## src/pkg/ssc_pkg.sv

```systemverilog
// Shared constants of the strap, status and control port.
// Assumes one 125 MHz clock; all users write ssc_pkg::name.
package ssc_pkg;
	// Serial control bus addressing
	localparam logic [6:0] I2C_DEV_ADDR = 7'h1D;
	localparam logic [7:0] SUB_DATA_WR = 8'h68;
	localparam logic [7:0] SUB_DATA_RD = 8'h69;
	localparam logic [7:0] SUB_CTRL = 8'h6A;
	// Control word fields
	localparam int CTRL_RESET_BIT = 8;
	localparam int CTRL_TASK_LSB = 0;
	// Command words seen on the data register
	localparam logic [3:0] CMD_READ_CID = 4'h3;
	localparam logic [3:0] CMD_WRITE_REG = 4'h9;
	localparam logic [15:0] RUN_CFG_ADDR = 16'h0FCD;
	// Boot configuration: bit n holds strap line n
	localparam logic [15:0] CFG_MASK = 16'h011F;
	localparam logic [15:0] CFG_RESET = 16'h0000;
	localparam int STRAP_PLL = 0;
	localparam int STRAP_W16 = 1;
	localparam int STRAP_L2 = 2;
	localparam int STRAP_L3 = 3;
	localparam int STRAP_CLK = 4;
	localparam int STRAP_CLOCK_OUTPUT = 8;
	// Status line positions on the parallel port
	localparam logic [19:0] PORT_USED_MASK = 20'hF_F11F;
	localparam int LN_DEEMPH = 0;
	localparam int LN_SRATE = 2;
	localparam int LN_SYNC = 4;
	localparam int LN_CRC = 8;
	localparam int LN_LAYER = 12;
	localparam int LN_IDX = 17;
	localparam int LN_DEMAND = 19;
	// Layer identifiers
	localparam logic [1:0] LAYER_1 = 2'h3;
	localparam logic [1:0] LAYER_2 = 2'h2;
	localparam logic [1:0] LAYER_3 = 2'h1;
	// Serial audio framing
	localparam int AUD_BITS = 20;
	localparam int AUD_SLOT_32 = 32;
	localparam int AUD_VALID_32 = 20;
	localparam int AUD_VALID_16 = 16;
	localparam int AUD_HALF_DIV = 4;
endpackage : ssc_pkg

```

## src/pkg/ssc_i2c_if.sv

```systemverilog
// Word-level link between the serial control slave and the port core.
// Assumes both ends run on the same clock.
`timescale 1ns/100ps
interface ssc_i2c_if;
	logic        wr_stb;
	logic        ctrl_stb;
	logic [15:0] wr_word;
	logic [15:0] rd_word;
	logic        busy;
	modport slave (output wr_stb, ctrl_stb, wr_word, input rd_word, busy);
	modport core (input wr_stb, ctrl_stb, wr_word, output rd_word, busy);
endinterface : ssc_i2c_if

```

## src/verilog/ssc_i2c_slave.sv

```systemverilog
// Serial control bus slave with one subaddress byte and 16-bit words.
// Assumes bus pins already synchronous to the clock.
`timescale 1ns/100ps
module ssc_i2c_slave (
	// Clock and reset
	input  wire logic clk,
	input  wire logic rst_n,
	// Bus pins
	input  wire logic scl_i,
	input  wire logic sda_i,
	output logic      scl_oe,
	output logic      sda_oe,
	// Word side
	ssc_i2c_if.slave  bus
);
	typedef enum {S_IDLE, S_ADDR, S_ACKA, S_SUB, S_ACKS, S_WDAT, S_ACKW,
		S_RDAT, S_RACK} ssc_i2c_st_t;
	ssc_i2c_st_t st_q;
	logic       scl_q, sda_q, rw_q, lo_q, nack_q;
	logic [3:0] bitc_q;
	logic [7:0] sh_q, sub_q, hi_q, rdlo_q;
	logic       start, stop, rise, fall;

	// Bus conditions from the previous pin levels
	assign start = scl_i & scl_q & sda_q & ~sda_i;
	assign stop = scl_i & scl_q & ~sda_q & sda_i;
	assign rise = scl_i & ~scl_q;
	assign fall = ~scl_i & scl_q;

	// Previous pin levels
	always_ff @(posedge clk or negedge rst_n) begin
		if (!rst_n) begin
			scl_q <= 1'b1;
			sda_q <= 1'b1;
		end else begin
			scl_q <= scl_i;
			sda_q <= sda_i;
		end
	end

	// Hold the clock low while the core cannot take a word
	always_ff @(posedge clk or negedge rst_n) begin
		if (!rst_n)
			scl_oe <= 1'b0;
		else
			scl_oe <= bus.busy && (scl_oe || (!scl_i &&
				(st_q == S_ACKA || st_q == S_ACKW)));
	end

	// Byte sequencer
	always_ff @(posedge clk or negedge rst_n) begin
		if (!rst_n) begin
			st_q <= S_IDLE;
			bitc_q <= 4'h0;
			sh_q <= 8'h00;
			sub_q <= 8'h00;
			hi_q <= 8'h00;
			rdlo_q <= 8'h00;
			rw_q <= 1'b0;
			lo_q <= 1'b0;
			nack_q <= 1'b0;
			sda_oe <= 1'b0;
			bus.wr_stb <= 1'b0;
			bus.ctrl_stb <= 1'b0;
			bus.wr_word <= 16'h0000;
		end else begin
			bus.wr_stb <= 1'b0;
			bus.ctrl_stb <= 1'b0;
			if (start) begin
				st_q <= S_ADDR;
				bitc_q <= 4'h0;
				sda_oe <= 1'b0;
			end else if (stop) begin
				st_q <= S_IDLE;
				sda_oe <= 1'b0;
			end else if (rise) begin
				if (st_q == S_ADDR || st_q == S_SUB || st_q == S_WDAT) begin
					sh_q <= {sh_q[6:0], sda_i};
					bitc_q <= bitc_q + 4'd1;
				end
				if (st_q == S_RACK)
					nack_q <= sda_i;
			end else if (fall) begin
				unique case (st_q)
					S_IDLE: ;
					S_ADDR: if (bitc_q == 4'd8) begin
						if (sh_q[7:1] == ssc_pkg::I2C_DEV_ADDR) begin
							st_q <= S_ACKA;
							sda_oe <= 1'b1;
							rw_q <= sh_q[0];
						end else
							st_q <= S_IDLE;
					end
					S_ACKA: if (rw_q) begin
						// Word is taken whole so both bytes belong together
						sh_q <= (sub_q == ssc_pkg::SUB_DATA_RD) ?
							bus.rd_word[15:8] : 8'h00;
						rdlo_q <= (sub_q == ssc_pkg::SUB_DATA_RD) ?
							bus.rd_word[7:0] : 8'h00;
						sda_oe <= !((sub_q == ssc_pkg::SUB_DATA_RD) &&
							bus.rd_word[15]);
						bitc_q <= 4'd1;
						lo_q <= 1'b0;
						st_q <= S_RDAT;
					end else begin
						sda_oe <= 1'b0;
						bitc_q <= 4'h0;
						st_q <= S_SUB;
					end
					S_SUB: if (bitc_q == 4'd8) begin
						if (sh_q == ssc_pkg::SUB_DATA_WR || sh_q ==
							ssc_pkg::SUB_DATA_RD || sh_q == ssc_pkg::SUB_CTRL) begin
							sub_q <= sh_q;
							sda_oe <= 1'b1;
							st_q <= S_ACKS;
						end else
							st_q <= S_IDLE;
					end
					S_ACKS: begin
						sda_oe <= 1'b0;
						bitc_q <= 4'h0;
						lo_q <= 1'b0;
						st_q <= S_WDAT;
					end
					S_WDAT: if (bitc_q == 4'd8) begin
						sda_oe <= 1'b1;
						st_q <= S_ACKW;
						if (lo_q) begin
							bus.wr_word <= {hi_q, sh_q};
							bus.wr_stb <= (sub_q == ssc_pkg::SUB_DATA_WR);
							bus.ctrl_stb <= (sub_q == ssc_pkg::SUB_CTRL);
						end else
							hi_q <= sh_q;
					end
					S_ACKW: begin
						sda_oe <= 1'b0;
						bitc_q <= 4'h0;
						lo_q <= !lo_q;
						st_q <= S_WDAT;
					end
					S_RDAT: if (bitc_q == 4'd8) begin
						sda_oe <= 1'b0;
						st_q <= S_RACK;
					end else begin
						sda_oe <= !sh_q[6];
						sh_q <= {sh_q[6:0], 1'b0};
						bitc_q <= bitc_q + 4'd1;
					end
					S_RACK: if (!nack_q && !lo_q) begin
						sh_q <= rdlo_q;
						sda_oe <= !rdlo_q[7];
						bitc_q <= 4'd1;
						lo_q <= 1'b1;
						st_q <= S_RDAT;
					end else
						st_q <= S_IDLE;
				endcase
			end
		end
	end
endmodule : ssc_i2c_slave

```

## src/verilog/ssc_port.sv

```systemverilog
// Strap sampling, status port, serial audio out and control front end.
// Assumes synchronous pin inputs and decoder status on plain ports.
`timescale 1ns/100ps
// How it works
// - 32-bit slots carry 20 audio bits then 12 zero bits.
// - Audio out selectable 16/32 bit, strobe inversion, data delay.
// - Strap levels latched into boot configuration right after reset.
// - After sampling, strap lines become driven outputs.
// - Loaded configuration lasts until reset; reset reloads straps.
// - Strap meaning: clock, layer enables, 32-bit out, PLL, fixed clock.
// - Line 19 shows data demand.
// - Lines 18:17 show version index, 13:12 show layer.
// - Layer 1 streams are never decoded.
// - Line 8 shows checksum error.
// - Lines 3:2 show sample-rate family, 1:0 show de-emphasis.
// - Frame flag set when header decoding completes.
// - Frame flag cleared when the read command is recognised.
// - Serial control slave with 16-bit words, one subaddress level.
// - Slave answers $3a for write and $3b for read.
// - Slave may stretch the bus clock.
// - Each 16-bit register access is two bytes.
// - Exactly three subaddresses are decoded.
// - $68 data write, $69 data read, $6A control.
// - Data words travel most significant bit first.
module ssc_port #(
	parameter int BCLK_DIV = ssc_pkg::AUD_HALF_DIV
) (
	// Clock and reset
	input  wire logic        REF_CLK,
	input  wire logic        RST_N,
	// Parallel strap and status port
	input  wire logic [19:0] PORT_I,
	output logic      [19:0] PORT_O,
	output logic      [19:0] PORT_OE,
	input  wire logic        PORT_REQUEST_LINE,
	input  wire logic        PORT_SELECT_LINE,
	// Serial control bus
	input  wire logic        SCL_I,
	output logic             SCL_O,
	output logic             SCL_OE,
	input  wire logic        SDA_I,
	output logic             SDA_O,
	output logic             SDA_OE,
	// Decoder status
	input  wire logic        DEC_DEMAND,
	input  wire logic [1:0]  DEC_MPEG_IDX,
	input  wire logic [1:0]  DEC_LAYER,
	input  wire logic        DEC_CRC_ERR,
	input  wire logic        DEC_HDR_DONE,
	input  wire logic [1:0]  DEC_SRATE,
	input  wire logic [1:0]  DEC_DEEMPH,
	// Active configuration
	output logic             CFG_CLK_HI,
	output logic             CFG_LAYER3_EN,
	output logic             CFG_LAYER2_EN,
	output logic             CFG_OUT_32,
	output logic             CFG_PLL_ON,
	output logic             CFG_CLOCK_OUTPUT_FIXED,
	output logic             DECODE_EN,
	output logic [3:0]       TASK_SEL,
	output logic             SW_RESET,
	output logic             FRAME_HEADER_DONE_FLAG,
	// Audio format override
	input  wire logic        AUD_SW_EN,
	input  wire logic        AUD_SW_32,
	input  wire logic        AUD_SW_INV,
	input  wire logic        AUD_SW_DLY,
	// Audio samples and serial output
	input  wire logic [19:0] AUD_LEFT,
	input  wire logic [19:0] AUD_RIGHT,
	output logic             AUD_TAKE,
	output logic             SERIAL_AUDIO_OUT,
	output logic             AUDIO_BIT_CLK,
	output logic             OUTPUT_WORD_STROBE
);
	typedef enum {ST_HOLD, ST_SAMPLE, ST_RUN} ssc_boot_t;
	ssc_boot_t   st_q;
	logic [15:0] cfg_q, stage_q;
	logic        expect_q, apply, rd_cmd, port_live;
	logic [19:0] stat;
	logic [7:0]  div_q;
	logic [5:0]  slot_q, slot_last;
	logic [4:0]  h, p;
	logic        tick, adv, half, valid, abit;
	logic        w32_q, inv_q, dly_q, w32_d;
	logic [19:0] sl_q, sr_q, smp;
	ssc_i2c_if   cbus ();

	// Serial control slave; pins only ever pull low
	ssc_i2c_slave u_i2c (
		.clk    (REF_CLK),
		.rst_n  (RST_N),
		.scl_i  (SCL_I),
		.sda_i  (SDA_I),
		.scl_oe (SCL_OE),
		.sda_oe (SDA_OE),
		.bus    (cbus.slave)
	);
	assign cbus.busy = (st_q != ST_RUN);
	assign cbus.rd_word = {5'h00, stat[19:17], stat[13:12], stat[8],
		stat[4:0]};

	// Open-drain data levels
	always_ff @(posedge REF_CLK or negedge RST_N) begin
		if (!RST_N) begin
			SCL_O <= 1'b0;
			SDA_O <= 1'b0;
		end else begin
			SCL_O <= 1'b0;
			SDA_O <= 1'b0;
		end
	end

	// Start-up sequence, restarted by reset or software reset
	always_ff @(posedge REF_CLK or negedge RST_N) begin
		if (!RST_N)
			st_q <= ST_HOLD;
		else if (SW_RESET)
			st_q <= ST_HOLD;
		else begin
			unique case (st_q)
				ST_HOLD: st_q <= ST_SAMPLE;
				ST_SAMPLE: st_q <= ST_RUN;
				ST_RUN: st_q <= ST_RUN;
			endcase
		end
	end

	// Command words: staged configuration and the run trigger
	assign apply = cbus.wr_stb && !expect_q && cbus.wr_word ==
		ssc_pkg::RUN_CFG_ADDR;
	assign rd_cmd = cbus.wr_stb && !expect_q && cbus.wr_word[15:12] ==
		ssc_pkg::CMD_READ_CID;
	always_ff @(posedge REF_CLK or negedge RST_N) begin
		if (!RST_N) begin
			expect_q <= 1'b0;
			stage_q <= ssc_pkg::CFG_RESET;
		end else if (cbus.wr_stb) begin
			if (expect_q)
				stage_q <= cbus.wr_word;
			expect_q <= !expect_q && cbus.wr_word[15:12] ==
				ssc_pkg::CMD_WRITE_REG;
		end
	end

	// Boot configuration register
	always_ff @(posedge REF_CLK or negedge RST_N) begin
		if (!RST_N)
			cfg_q <= ssc_pkg::CFG_RESET;
		else if (st_q == ST_SAMPLE)
			cfg_q <= PORT_I[15:0] & ssc_pkg::CFG_MASK;
		else if (st_q == ST_RUN && apply)
			cfg_q <= stage_q & ssc_pkg::CFG_MASK;
	end

	// Strap decode onto configuration outputs
	always_ff @(posedge REF_CLK or negedge RST_N) begin
		if (!RST_N) begin
			CFG_CLK_HI <= 1'b0;
			CFG_LAYER3_EN <= 1'b0;
			CFG_LAYER2_EN <= 1'b0;
			CFG_OUT_32 <= 1'b0;
			CFG_PLL_ON <= 1'b0;
			CFG_CLOCK_OUTPUT_FIXED <= 1'b0;
		end else begin
			CFG_CLK_HI <= cfg_q[ssc_pkg::STRAP_CLK];
			CFG_LAYER3_EN <= !cfg_q[ssc_pkg::STRAP_L3];
			CFG_LAYER2_EN <= !cfg_q[ssc_pkg::STRAP_L2];
			CFG_OUT_32 <= !cfg_q[ssc_pkg::STRAP_W16];
			CFG_PLL_ON <= cfg_q[ssc_pkg::STRAP_PLL];
			CFG_CLOCK_OUTPUT_FIXED <= cfg_q[ssc_pkg::STRAP_CLOCK_OUTPUT];
		end
	end

	// Decoding permitted only for enabled layers 2 and 3
	always_ff @(posedge REF_CLK or negedge RST_N) begin
		if (!RST_N)
			DECODE_EN <= 1'b0;
		else
			DECODE_EN <= (st_q == ST_RUN) &&
				((DEC_LAYER == ssc_pkg::LAYER_3 && CFG_LAYER3_EN) ||
				(DEC_LAYER == ssc_pkg::LAYER_2 && CFG_LAYER2_EN));
	end

	// Control register: one-shot software reset and task select
	always_ff @(posedge REF_CLK or negedge RST_N) begin
		if (!RST_N) begin
			SW_RESET <= 1'b0;
			TASK_SEL <= 4'h0;
		end else begin
			SW_RESET <= cbus.ctrl_stb && cbus.wr_word[ssc_pkg::CTRL_RESET_BIT];
			if (cbus.ctrl_stb)
				TASK_SEL <= cbus.wr_word[ssc_pkg::CTRL_TASK_LSB+:4];
		end
	end

	// Frame flag; a new header wins over a same-cycle clear
	always_ff @(posedge REF_CLK or negedge RST_N) begin
		if (!RST_N)
			FRAME_HEADER_DONE_FLAG <= 1'b0;
		else if (DEC_HDR_DONE)
			FRAME_HEADER_DONE_FLAG <= 1'b1;
		else if (rd_cmd)
			FRAME_HEADER_DONE_FLAG <= 1'b0;
	end

	// Status word as shown on the port lines
	always_comb begin
		stat = 20'h0_0000;
		stat[ssc_pkg::LN_DEMAND] = DEC_DEMAND;
		stat[ssc_pkg::LN_IDX+:2] = DEC_MPEG_IDX;
		stat[ssc_pkg::LN_LAYER+:2] = DEC_LAYER;
		stat[ssc_pkg::LN_CRC] = DEC_CRC_ERR;
		stat[ssc_pkg::LN_SYNC] = FRAME_HEADER_DONE_FLAG;
		stat[ssc_pkg::LN_SRATE+:2] = DEC_SRATE;
		stat[ssc_pkg::LN_DEEMPH+:2] = DEC_DEEMPH;
	end

	// Port drive: inputs until sampled, then status outputs
	assign port_live = (st_q == ST_RUN) && PORT_REQUEST_LINE &&
		!PORT_SELECT_LINE;
	always_ff @(posedge REF_CLK or negedge RST_N) begin
		if (!RST_N) begin
			PORT_OE <= 20'h0_0000;
			PORT_O <= 20'h0_0000;
		end else begin
			PORT_OE <= (st_q == ST_RUN) ? ssc_pkg::PORT_USED_MASK :
				20'h0_0000;
			if (port_live)
				PORT_O <= stat & ssc_pkg::PORT_USED_MASK;
		end
	end

	// Bit clock divider; each tick is half a bit period
	assign tick = (div_q == 8'(BCLK_DIV - 1));
	assign adv = tick && AUDIO_BIT_CLK;
	always_ff @(posedge REF_CLK or negedge RST_N) begin
		if (!RST_N) begin
			div_q <= 8'h00;
			AUDIO_BIT_CLK <= 1'b0;
		end else begin
			div_q <= tick ? 8'h00 : div_q + 8'd1;
			if (tick)
				AUDIO_BIT_CLK <= !AUDIO_BIT_CLK;
		end
	end

	// Slot position, channel half and data bit selection
	assign w32_d = AUD_SW_EN ? AUD_SW_32 : CFG_OUT_32;
	assign slot_last = w32_q ? 6'(2 * ssc_pkg::AUD_SLOT_32 - 1) :
		6'(ssc_pkg::AUD_SLOT_32 - 1);
	always_comb begin
		half = w32_q ? slot_q[5] : slot_q[4];
		h = w32_q ? slot_q[4:0] : {1'b0, slot_q[3:0]};
		p = h - {4'h0, dly_q};
		valid = (!dly_q || h != 5'd0) && (p < (w32_q ?
			5'(ssc_pkg::AUD_VALID_32) : 5'(ssc_pkg::AUD_VALID_16)));
		smp = half ? sr_q : sl_q;
		abit = valid ? smp[5'(ssc_pkg::AUD_BITS - 1) - p] : 1'b0;
	end

	// Serial audio shifter; format is taken once per stereo frame
	always_ff @(posedge REF_CLK or negedge RST_N) begin
		if (!RST_N) begin
			slot_q <= 6'h00;
			w32_q <= 1'b0;
			inv_q <= 1'b0;
			dly_q <= 1'b1;
			sl_q <= 20'h0_0000;
			sr_q <= 20'h0_0000;
			AUD_TAKE <= 1'b0;
			SERIAL_AUDIO_OUT <= 1'b0;
			OUTPUT_WORD_STROBE <= 1'b0;
		end else begin
			AUD_TAKE <= 1'b0;
			if (adv) begin
				SERIAL_AUDIO_OUT <= abit;
				OUTPUT_WORD_STROBE <= half ^ inv_q;
				slot_q <= (slot_q == slot_last) ? 6'h00 : slot_q + 6'd1;
				if (slot_q == slot_last) begin
					sl_q <= AUD_LEFT;
					sr_q <= AUD_RIGHT;
					AUD_TAKE <= 1'b1;
					w32_q <= w32_d;
					inv_q <= AUD_SW_EN ? AUD_SW_INV : w32_d;
					dly_q <= AUD_SW_EN ? AUD_SW_DLY : !w32_d;
				end
			end
		end
	end
endmodule : ssc_port

```

## config.mk

```make
export PLATFORM = sky130hd
export DESIGN_NAME = ssc_port
export DESIGN_NICKNAME = d
export VERILOG_FILES = /design/src/pkg/ssc_pkg.sv /design/src/pkg/ssc_i2c_if.sv /design/src/verilog/ssc_i2c_slave.sv /design/src/verilog/ssc_port.sv
export SDC_FILE = /design/constraint.sdc
export NUM_CORES = 1
export LEC_CHECK = 0
export BUFFER_PORTS_ARGS = -buffer_cell sky130_fd_sc_hd__clkbuf_2
export CORE_UTILIZATION = 45
export CTS_BUF_LIST = sky130_fd_sc_hd__clkbuf_16
export CTS_CLUSTER_SIZE = 10
export DETAILED_ROUTE_END_ITERATION = 8
export GPL_TIMING_DRIVEN = 0
export HOLD_SLACK_MARGIN = 0.15
export PLACE_DENSITY = 0.66
export SLEW_MARGIN = 25
export SYNTH_ARGS = -nofsm -noshare
export SYNTH_HDL_FRONTEND = slang
export SYNTH_SLANG_ARGS = --single-unit
```

## constraint.sdc

```tcl
create_clock -name REF_CLK -period 2.8 [get_ports REF_CLK]
set_input_delay 0.56 -clock REF_CLK [delete_from_list [all_inputs] [get_ports REF_CLK]]
set_output_delay 0.56 -clock REF_CLK [all_outputs]
set_load 0.05 [all_outputs]
```

* Word level (Yosys, flattened, before mapping)
Index checks and enable logic that the tools add are counted.
** Word-level totals
- Register bits :: 249
- Bits of input ports :: 81
- Output and inout port bits :: 61
** Operators by class
- Add/sub/neg operators :: 5
- Bitwise logic cells :: 16
- Equality and inequality tests :: 52
- Muxes and demuxes :: 83
- $lt $le $gt $ge :: 2
- Reductions and logical operators :: 63
** Operator list (number)
- 32-bit 2-to-1 mux :: 9
- 32-bit by 3-bit == test with 1-bit output (second input constant) :: 7
- 32-bit case mux with 7 select lines :: 1
- 32-bit by 2-bit == test with 1-bit output (second input constant) :: 5
- 32-bit by 4-bit == test with 1-bit output (second input constant) :: 3
- 32-bit by 1-bit == test with 1-bit output (second input constant) :: 2
- 8-bit 2-to-1 mux :: 8
- 32-bit case mux with 2 select lines :: 1
- 8-bit by 7-bit == test with 1-bit output (second input constant) :: 6
- 7-bit AND reduction :: 6
- 20-bit 2-to-1 mux :: 2
- 1-bit 2-to-1 mux :: 39
- 32-bit by 5-bit == test with 1-bit output (second input constant) :: 1
- 32-bit logical NOT :: 1
- 32-bit by 3-bit != test with 1-bit output (second input constant) :: 1
- 4-bit by 1-bit != test with 1-bit output (second input constant) :: 8
- 4-bit 2-to-1 mux :: 7
- 8-bit case mux with 3 select lines :: 1
- 9-bit 2-to-1 mux :: 2
- 16-bit by 12-bit == test with 1-bit output (second input constant) :: 1
- 1-bit logical AND :: 16
- 4-bit case mux with 4 select lines :: 1
- 3-bit 2-to-1 mux :: 5
- 1-bit logical NOT :: 13
- other kinds (41) :: 75

* Depth between registers and ports, before layout
Gate-level depths: netlist of run 1.
- Depth after elaboration :: 10
- Mapped depth :: 11

* Cells and area by module
Synthesis of run 1 repeated with hierarchy kept, for this count alone.
** Unflattened totals
- Cell total of the unflattened synthesis :: 692
- Area, all modules :: 8291.7 sq um
** Modules (own cells, without submodules)
- ssc_port :: sequential area each 2528.7 sq um, area an instance 4862.2 sq um, cells each 369, instances 1
- ssc_i2c_slave :: sequential area each 1629.1 sq um, area an instance 3429.5 sq um, cells each 323, instances 1

* Worst setup path before layout of run 1
OpenSTA, ideal clock, no wires.
- Kind :: register to register
- From :: register slot_q[0]
- To :: register SERIAL_AUDIO_OUT
- Path slack :: 0.333 ns
- Buffers on the path :: 0
- Required time :: 2.734 ns
- Stages on the path, launching flop included :: 10
- Arrival :: 2.400 ns
- Clock period less this slack :: 2.467 ns
- Cell sequence :: dfrtp_1 -> inv_1 -> ha_1 -> ha_1 -> xnor2_1 -> ha_1 -> a2111oi_1 -> a31oi_1 -> a2111oi_2 -> a41o_1
** On the way
- Word-level cells in the longest chain between the ends :: 6
** RTL lines
- start, declared :: line ssc_port.sv:82 : logic [5:0] slot_q, slot_last;
- start signal, assigned :: line ssc_port.sv:279 : slot_q <= (slot_q == slot_last) ? 6'h00 : slot_q + 6'd1;
- 5-bit 2-to-1 mux (*) :: line ssc_port.sv:254 : h = w32_q ? slot_q[4:0] : {1'b0, slot_q[3:0]};
- 5-bit by 1-bit subtractor with 5-bit output :: line ssc_port.sv:255 : p = h - {4'h0, dly_q};
- 5-bit subtractor :: line ssc_port.sv:259 : abit = valid ? smp[5'(ssc_pkg::AUD_BITS - 1) - p] : 1'b0;
- 1-bit binary-select mux with 5-bit select :: line ssc_port.sv:259
- 1-bit 2-to-1 mux (not written as such) :: line ssc_port.sv:259
- 1-bit 2-to-1 mux (*) :: line ssc_port.sv:259
- end signal, assigned :: line ssc_port.sv:277 : SERIAL_AUDIO_OUT <= abit;
- end, declared :: line ssc_port.sv:72 : output logic SERIAL_AUDIO_OUT,
Mark *: on every way between the ends. The rest lies on a longest branch, timed or not. The select of a mux whose other input is x is not followed.
A chain may end at the register's enable or synchronous reset.

* Worst setup path in the final report of run 1
Ends and elaborated chain as after synthesis.

==> results of run 1 <==
## layer usage
layer | global-route usage, % | wire, µm | up-vias
met5 | 0 | 0 | -
met4 | 6.73 | 303 | 0
met3 | 4.25 | 778 | 27
met2 | 34.2 | 8790 | 144
met1 | 26.4 | 8000 | 2812
li1 | - | - | 2657
## cells in the mapped netlist, drive strengths merged (3+ instances only)
cell     count
a2111oi      3
a211oi       3
a21o         3
a21oi       25
a22o         5
a31oi        5
and2         9
and3         6
buf         48
clkbuf      12
dfrtp      163
dfstp        3
ha          13
inv         22
mux2        99
mux2i       15
mux4         8
nand2       50
nand2b       9
nand3       16
nand3b       4
nand4        4
nand4b       3
nor2        39
nor2b        8
nor3         8
nor3b        5
nor4         4
o21ai       28
o21bai       5
or2          3
xnor2       11
xor2         8
## final cells by class
| cell class | count | area (µm²) |
|---|---|---|
| Sequential cell | 166 | 4160 |
| Fill cell | 1531 | 7830 |
| Tap cell | 225 | 282 |
| Clock buffer | 17 | 425 |
| Multi-Input combinational cell | 448 | 3490 |
| Buffer | 60 | 403 |
| Timing Repair Buffer | 112 | 594 |
| Clock inverter | 15 | 154 |
| Inverter | 22 | 82.6 |
## kinds of logic after synthesis
family                   Yosys count
other                              1
multiplexers                     122
buffers and inverters             82
AND/OR/NAND/NOR                  179
adder cells (fa/ha/maj)           13
AO/OA/AOI/OAI                     98
XOR/XNOR                          19
flip-flops                       166
## how the worst max path moves through the flow
stage               cells past startpoint  slack (ns)          endpoint
finish                                  9        0.12  SERIAL_AUDIO_OUT
global route                            9        0.04  SERIAL_AUDIO_OUT
CTS                                     9        0.03  SERIAL_AUDIO_OUT
detailed placement                      9       -0.05  SERIAL_AUDIO_OUT
global placement                        1       -1.66   u_i2c.bitc_q[0]
floorplan                               9        0.33  SERIAL_AUDIO_OUT
## registers in the layout, summed over array words and instances, names as in the netlist, 8 cells and up
register and cells:
PORT_O 11, div_q 8, sl_q 20, sr_q 20
u_i2c.bus.wr_word 16, u_i2c.hi_q 8, u_i2c.rdlo_q 8, u_i2c.sh_q 8
u_i2c.sub_q 8
## cell usage in the layout, fill, tap and decap left out, types with 5 or more instances in the layout
cell / n
dfrtp_1: 163
clkbuf_2: 110
mux2_2: 97
nand2_1: 50
nor2_1: 39
buf_4: 35
o21ai_0: 28
inv_1: 25
a21oi_1: 24
conb_1: 17
clkbuf_16: 17
nand3_1: 15
mux2i_1: 14
ha_1: 13
buf_2: 11
xnor2_1: 10
clkbuf_1: 9
nand2b_1: 9
and2_1: 9
xor2_1: 8
nor2b_1: 8
mux4_1: 8
and3_1: 6
nor3_1: 6
a31oi_1: 5
o21bai_1: 5
a22o_1: 5
## stage by stage
step,hold slack [ns],cells
2_1_floorplan,0.264,696
3_3_place_gp,0.366,1031
3_5_place_dp,0.366,1032
4_1_cts,0.170,1064
5_1_grt,0.198,1065
6_report,0.156,1065
## worst max-delay path: stages (launching register included)
cell and delay (ns):
dfrtp_1 0.37, inv_1 0.09, ha_1 0.23, ha_1 0.26, xnor2_2 0.17, ha_1 0.34, a2111oi_1 0.27, a31oi_1 0.17
a2111oi_2 0.46, a41o_1 0.24
## power breakdown
group | switching (mW) | internal (mW)
clock | 0.980 | 1.32
sequential | 0.0664 | 2.46
combinational | 0.306 | 0.144
total | 1.35 | 3.92
## what timing repair did
action,4_1_cts,5_1_grt
endpoints found under the hold margin,0,0
setup buffers,0,1
setup endpoints to repair,1,1
pin swaps,0,1
gates resized for setup,1,0
==> results.json, run 1 <==
{
  "synth_top_cell_area_share_pct": 50.6,
  "min_period_ns": 2.68,
  "synth_compound_area_share_pct": 8.01,
  "ir_drop_v": 0.000438,
  "vias_per_cell": 5.30,
  "timing.rr.start": "slot_q[0]",
  "status": "finished clean",
  "setup_viol": 0,
  "synthCells": 680,
  "synth-warning-count": 0,
  "synth-simple-area-share_pct": 11.8,
  "cts_tree": "built",
  "post-place-ws_ns": -0.0460,
  "drt-initial-drc-count": 280,
  "firstDrtPassIters": 4,
  "grt-ovfl-total": 0,
  "numPortBuffers": 110,
  "final_nets": 921,
  "hold_viol_final": 0,
  "synthMuxAreaShare_pct": 18.4,
  "required_ns": 3.16,
  "grt_pass1_vias": 5790,
  "cp-start-kind": "flop",
  "slew_violations": 0,
  "drv_cap": 0,
  "drtAntennaViolNets": 0,
  "drc": 0,
  "grt_pass1_wl_um": 29100,
  "r2r_slack_ns": 0.12,
  "start_util_pct": 46.3,
  "crit_path_end_kind": "flop",
  "grt_max_degree": 92,
  "chipWidth_um": 136,
  "wl_per_cell_um": 16.8,
  "vias": 5640,
  "drive_gt1_share_pct": 36.4,
  "clk_latency_ns": 0.43,
  "pin_count": 142,
  "syn_area_per_cell_um2": 11.9,
  "design_area_mm2": 0.00959,
  "synthAdderAreaFrac_pct": 2.02,
  "synth_seq_cells": 166,
  "synth_edf_count": 0,
  "die_area_mm2": 0.0185,
  "power.total_mw": 5.28,
  "num_antenna_cells": 0,
  "utilization_pct": 55.0,
  "ctsHoldBuffers": 0,
  "dpl_cell_area_mm2": 0.00899,
  "worst_slew_pin_slew_ns": 0.714,
  "cts_root_buf": "clkbuf_16",
  "die_y_um": 136,
  "cts_buffer_depth": 2,
  "ys_top_cells_by_area": "dfrtp_1 (51%), mux2_2 (14%), buf_4 (3.2%)",
  "rsz0062_at_grt": "no",
  "hold_path_class": "input pin to asynchronous set/reset pin",
  "synth_top_family_by_area": "multiplexers",
  "rows": 48,
  "setup_tns_ns": 0,
  "clk_pin_slew_ns": 0.07,
  "syn_area_mm2": 0.00806,
  "detailed_place_hpwl_um": 13100,
  "pwr_density_cell_mw_per_mm2": 550,
  "cp-startpoint": "slot_q[0]",
  "gp_congestion": 0.866,
  "timing.slew.headroom_pct": 52.2,
  "fmax_ghz": 0.373,
  "seq_area_frac_synth_pct": 51.6,
  "core_mm2": 0.0174,
  "syn_to_final_growth_pct": 18.9,
  "yosys.area.top_type": "dfrtp_1",
  "clock-sinks": 166,
  "critPathKind": "flop to flop",
  "crit_arrival_ns": 3.04,
  "track_usage_pct": 20.5,
  "htreeDepth": 4,
  "synth.distinct_cells": 74,
  "totalWireLength_um": 17900,
  "async_reset_ff_share_pct": 100,
  "synthXorXnorAreaFrac_pct": 2.06,
  "cts_buffers": 17,
  "yosys_most_used_dff": "dfrtp_1",
  "setup_slack_ns": 0.117,
  "ff2ff_path_depth": 9,
  "antenna_found_initial": 0,
  "crit_fanout": 5,
  "fin_crit_sh_pct": 95.8,
  "leakagePower_nw": 4.80,
  "clock_skew_ns": 0.00915,
  "reg2reg_to": "SERIAL_AUDIO_OUT"
}
(Power assumes the default switching activity.)
==> inputs of run 2 (changes only) <==
--- a/config.mk
+++ b/config.mk
@@ -6,13 +6,13 @@
 export NUM_CORES = 1
 export LEC_CHECK = 0
 export BUFFER_PORTS_ARGS = -buffer_cell sky130_fd_sc_hd__clkbuf_2
-export CORE_UTILIZATION = 45
+export CORE_UTILIZATION = 56
 export CTS_BUF_LIST = sky130_fd_sc_hd__clkbuf_16
 export CTS_CLUSTER_SIZE = 10
 export DETAILED_ROUTE_END_ITERATION = 8
 export GPL_TIMING_DRIVEN = 0
 export HOLD_SLACK_MARGIN = 0.15
-export PLACE_DENSITY = 0.66
+export PLACE_DENSITY = 0.8
 export SLEW_MARGIN = 25
 export SYNTH_ARGS = -nofsm -noshare
 export SYNTH_HDL_FRONTEND = slang
==> run 2 against run 1 <==
Effect of this change: sequential power hardly changed; highest routed layer unchanged; global-route usage is 5.2 points higher; combinational power is 1% higher; count of clock-buffer cells in the layout stayed put; non-clock buffer count is 1 higher; hold slack better by 0.068 ns; die area is 19% lower; sequential share of layout area is 0.33 points higher; cell count is 4.3% lower.
==> results.json, run 2 (synthesis gave the netlist of run 1 again) <==
{
  "syn_to_final_growth_pct": 18.0,
  "hold_path_class": "input pin to flop",
  "rows": 43,
  "p_switching_mw": 1.30,
  "antenna_found_initial": 0,
  "cpMostUsedCell": "ha_1",
  "combPwrFrac_pct": 8.9,
  "setup_tns_ns": 0,
  "crit_fanout": 6,
  "crit_path_end_kind": "flop",
  "grt_pass1_vias": 5881,
  "die_area_mm2": 0.0149,
  "num_antenna_cells": 0,
  "swShare_pct": 25.4,
  "drt-initial-drc-count": 399,
  "rsz0062_at_grt": "no",
  "pin_count": 142,
  "cts_buffer_depth": 2,
  "clk_latency_ns": 0.43,
  "clock_skew_ns": 0.00758,
  "cts_buffers": 17,
  "cp-start-kind": "flop",
  "fin_crit_sh_pct": 92.8,
  "min_period_ns": 2.60,
  "required_ns": 3.17,
  "gp_congestion": 0.902,
  "crit_arrival_ns": 2.97,
  "clock_power_share_pct": 41.7,
  "grt_max_degree": 75,
  "reg.largest.list": "sl_q x20, sr_q x20, u_i2c.bus.wr_word x16",
  "wl_per_cell_um": 17.3,
  "vias_per_cell": 5.56,
  "vias": 5669,
  "fillers": 1039,
  "setup_viol": 0,
  "dpl_cell_area_mm2": 0.00896,
  "slew_violations": 0,
  "fmax_ghz": 0.385,
  "design_area_mm2": 0.00951,
  "worst_slew_pin_slew_ns": 0.684,
  "p_int_mw": 3.80,
  "hold_viol_final": 0,
  "leakagePower_nw": 4.79,
  "track_usage_pct": 25.6,
  "chipWidth_um": 122,
  "final_common_cell": "dfrtp_1",
  "utilization_pct": 68.0,
  "final_nets": 922,
  "critPathMaxStageDelay_ns": 0.55,
  "start_util_pct": 57.6,
  "ir_drop_v": 0.000454,
  "status": "finished clean",
  "layout_common_cells": "dfrtp_1 (163), clkbuf_2 (110), mux2_2 (97), nand2_1 (50), nor2_1 (39)",
  "clk_pin_slew_ns": 0.06,
  "numPortBuffers": 110,
  "pwr-share-seq_pct": 49.4,
  "drive_gt1_share_pct": 36.1,
  "detailed_place_hpwl_um": 12600,
  "crit_chain": "ha_1 -> ha_1 -> xnor2_4 -> ha_1 -> a2111oi_1 -> a31oi_1 -> a2111oi_2 -> a41o_1",
  "cts_tree": "built",
  "core_mm2": 0.0140,
  "htreeDepth": 4,
  "drtAntennaViolNets": 0,
  "critPathKind": "flop to flop",
  "totalWireLength_um": 17600,
  "clock-sinks": 166,
  "critPathSlowestCell": "dfstp_2",
  "firstDrtPassIters": 5,
  "cts_root_buf": "clkbuf_16",
  "timing.slew.headroom_pct": 54.2,
  "pwr_density_cell_mw_per_mm2": 536,
  "drc": 0,
  "drv_cap": 0,
  "grt_pass1_wl_um": 28800,
  "grt-ovfl-total": 0,
  "die_y_um": 122
}
[run 2: power by group through the flow]
stage | logic [mW] | clock network [mW] | registers [mW]
floorplan | 0.190 | 0 | 2.64
global placement | 0.434 | 0 | 2.56
detailed placement | 0.455 | 0 | 2.56
CTS | 0.459 | 2.15 | 2.52
global route | 0.496 | 2.26 | 2.53
finish | 0.455 | 2.12 | 2.52
[run 2: what timing repair did]
| item | in CTS | in global routing |
|---|---|---|
| buffers inserted | 0 | 0 |
| endpoints found under the hold margin | 25 | 0 |
| hold buffers | 1 | 0 |
| gates resized for setup | 0 | 2 |
| setup endpoints to repair | 0 | 1 |
[run 2: per-stage QoR]
stage	hold slack [ns]	setup WS, ns	std cells	total power, mW
finish	0.223	0.202	1019	5.10
global route	0.209	0.0413	1019	5.28
floorplan	0.264	0.333	696	2.83
CTS	0.207	0.0410	1019	5.13
detailed placement	0.377	0.0631	988	3.02
global placement	0.372	-1.56	986	3.00
[run 2: routing by layer]
layer	vias to the layer above	global-route usage [%]	share of wire (%)
met5	-	0	0
met3	33	5.90	4.8
met1	2805	32.7	43
met4	0	9.49	1.8
met2	170	42.4	50
li1	2661	-	-
[run 2: cell type report]
| class | count | area (µm²) | area share [%] |
|---|---|---|---|
| inverters | 22 | 82.6 | 0.868 |
| plain buffers | 60 | 403 | 4.23 |
| clock inverters | 13 | 96.3 | 1.01 |
| repair buffers | 113 | 624 | 6.56 |
| clock buffers | 17 | 425 | 4.47 |
| well taps | 180 | 225 | 2.37 |
| flip-flops and latches | 166 | 4160 | 43.7 |
| multi-input cells | 448 | 3500 | 36.8 |
[run 2: critical path, delay by kind of cell, from the launching register on]
family,cells,cell delay (ns)
AO/OA/AOI/OAI,4,1.01
adder cells (fa/ha/maj),3,0.80
flip-flops,1,0.55
XOR/XNOR,1,0.18
[run 2: path summary, 6_finish.rpt]
kind / end / slack, ns / start / cells past startpoint
worst max register to register: SERIAL_AUDIO_OUT / 0.20 / dly_q / 8
max in group asynchronous: u_i2c.scl_q / 1.54 / RST_N / 3
worst min register to register: CFG_CLOCK_OUTPUT_FIXED / 0.38 / cfg_q[8] / 0
min in group asynchronous: CFG_CLOCK_OUTPUT_FIXED / 0.59 / RST_N / 2
worst min-delay path: u_i2c.sda_q / 0.22 / SDA_I / 1
worst max-delay path: SERIAL_AUDIO_OUT / 0.20 / dly_q / 8
==> inputs of run 3 (changes only) <==
--- a/config.mk
+++ b/config.mk
@@ -6,13 +6,15 @@
 export NUM_CORES = 1
 export LEC_CHECK = 0
 export BUFFER_PORTS_ARGS = -buffer_cell sky130_fd_sc_hd__clkbuf_2
-export CORE_UTILIZATION = 56
+export CELL_PAD_IN_SITES_DETAIL_PLACEMENT = 1
+export CELL_PAD_IN_SITES_GLOBAL_PLACEMENT = 1
+export CORE_UTILIZATION = 45
 export CTS_BUF_LIST = sky130_fd_sc_hd__clkbuf_16
 export CTS_CLUSTER_SIZE = 10
 export DETAILED_ROUTE_END_ITERATION = 8
 export GPL_TIMING_DRIVEN = 0
 export HOLD_SLACK_MARGIN = 0.15
-export PLACE_DENSITY = 0.8
+export PLACE_DENSITY_LB_ADDON = 0.1
 export SLEW_MARGIN = 25
 export SYNTH_ARGS = -nofsm -noshare
 export SYNTH_HDL_FRONTEND = slang
==> run 3 against run 2 <==
Effect of this change: register-to-register slack about the same; die area increased by 24%; hold slack got worse by 0.081 ns; critical path type unchanged; largest cell class unchanged; highest routed layer unchanged.
==> results.json, run 3 (synthesis gave the netlist of run 1 again) <==
{
  "numPortBuffers": 110,
  "grt-ovfl-total": 0,
  "reg.largest.list": "sl_q x20, sr_q x20, u_i2c.bus.wr_word x16",
  "cts_tree": "built",
  "wl_per_cell_um": 18.6,
  "hold_path_class": "input pin to asynchronous set/reset pin",
  "pwr_density_cell_mw_per_mm2": 553,
  "wl_met2_um": 10600,
  "min_period_ns": 2.58,
  "ctsHoldBuffers": 0,
  "chipWidth_um": 136,
  "dpl_cell_area_mm2": 0.00899,
  "grt_pass1_vias": 6204,
  "fillers": 1863,
  "wl_met1_um": 8250,
  "timing.slew.headroom_pct": 52.8,
  "clock-sinks": 166,
  "grt_max_degree": 90,
  "clk_latency_ns": 0.44,
  "htreeDepth": 4,
  "firstDrtPassIters": 4,
  "track_usage_pct": 22.9,
  "hold_viol_final": 0,
  "top_layer": "met4",
  "final_nets": 922,
  "pin_count": 142,
  "status": "finished clean",
  "drive_gt1_share_pct": 37.2,
  "antenna_found_initial": 0,
  "crit_path_end_kind": "flop",
  "die_y_um": 136,
  "fin_crit_sh_pct": 92.3,
  "design_area_mm2": 0.00962,
  "layout_common_cells": "dfrtp_1 (163), clkbuf_2 (110), mux2_2 (97), nand2_1 (50), nor2_1 (38)",
  "grt_pass1_wl_um": 32100,
  "core_mm2": 0.0174,
  "setup_viol": 0,
  "rows": 48,
  "gp_congestion": 0.843,
  "worst_slew_pin_slew_ns": 0.704,
  "final_common_cell": "dfrtp_1",
  "syn_to_final_growth_pct": 19.2,
  "totalWireLength_um": 19900,
  "clk_pin_slew_ns": 0.07,
  "cts_root_buf": "clkbuf_16",
  "drt-initial-drc-count": 183,
  "leakagePower_nw": 4.79,
  "wl_met3_um": 668,
  "power.total_mw": 5.32,
  "drv_cap": 0,
  "rsz0062_at_grt": "no",
  "drtAntennaViolNets": 0,
  "crit_fanout": 5,
  "critPathKind": "flop to flop",
  "detailed_place_hpwl_um": 14300,
  "vias": 5710,
  "ir_drop_v": 0.000493,
  "crit_arrival_ns": 2.95,
  "cts_buffers": 17,
  "slew_violations": 0,
  "drc": 0,
  "cp-start-kind": "flop",
  "start_util_pct": 46.3,
  "fmax_ghz": 0.387,
  "cts_buffer_depth": 2,
  "required_ns": 3.17,
  "num_antenna_cells": 0,
  "die_area_mm2": 0.0185,
  "vias_per_cell": 5.36,
  "clock_skew_ns": 0.0146
}
run 3: changes by cell type in the layout (fill, tap and decap cells not counted), sizes merged:
cell | before | now
dlygate4sd3 | 1 | 0
clkinvlp | 1 | 2
buf | 50 | 51
clkinv | 6 | 3
inv | 27 | 31
run 3: path summary, 6_finish.rpt:
path	start	end	slack (ns)	depth (start not counted)
hold / removal	RST_N	div_q[3]	0.14	1
min in group REF_CLK	SDA_I	u_i2c.sda_q	0.21	1
setup / recovery	slot_q[0]	SERIAL_AUDIO_OUT	0.22	9
hold reg to reg	cfg_q[0]	CFG_PLL_ON	0.39	0
max in group asynchronous	RST_N	u_i2c.sh_q[0]	1.81	2
setup reg to reg	slot_q[0]	SERIAL_AUDIO_OUT	0.22	9
run 3: layer usage:
metal	vias up	GRT usage, %
li1	2658	-
met2	123	41.6
met3	29	4.47
met5	-	0
met4	0	8.02
met1	2900	26.7
run 3: final cells by class:
type | instances | area (µm²) | share of cell area, %
repair buffers | 113 | 602 | 6.26
well taps | 225 | 282 | 2.93
flip-flops and latches | 166 | 4160 | 43.2
clock buffers | 17 | 425 | 4.42
multi-input cells | 448 | 3500 | 36.4
plain buffers | 60 | 403 | 4.19
clock inverters | 15 | 165 | 1.72
inverters | 22 | 82.6 | 0.859
run 3: repair_timing:
item / 4_1_cts / 5_1_grt
pin swaps: 2 / 3
resized for setup: 1 / 3
setup endpoints to repair: 1 / 1
buffers inserted: 1 / 1
run 3: worst max-delay path: stages, from the launching register on:
cell and delay, ns:
dfrtp_1 0.37, inv_1 0.09, ha_1 0.23, ha_2 0.22, xnor2_2 0.15, ha_1 0.33, a2111oi_2 0.24, a31oi_1 0.16
a2111oi_2 0.46, a41o_1 0.25
run 3: metrics by stage:
step / hold slack [ns] / TNS, ns / utilization (%) / worst slack (ns) / std cells
2_1_floorplan: 0.264 / 0 / - / 0.333 / 696
3_3_place_gp: 0.366 / -274.71 / 51.4 / -1.68 / 1031
3_5_place_dp: 0.369 / -0.266 / 51.6 / -0.266 / 1032
4_1_cts: 0.166 / 0 / 55.1 / 0.0655 / 1065
5_1_grt: 0.183 / 0 / 55.2 / 0.0278 / 1066
6_report: 0.142 / 0 / 55.2 / 0.216 / 1066
run 3: power by group:
| group | internal (mW) | switching [mW] |
|---|---|---|
| sequential | 2.46 | 0.0668 |
| combinational | 0.144 | 0.308 |
| clock | 1.26 | 1.08 |
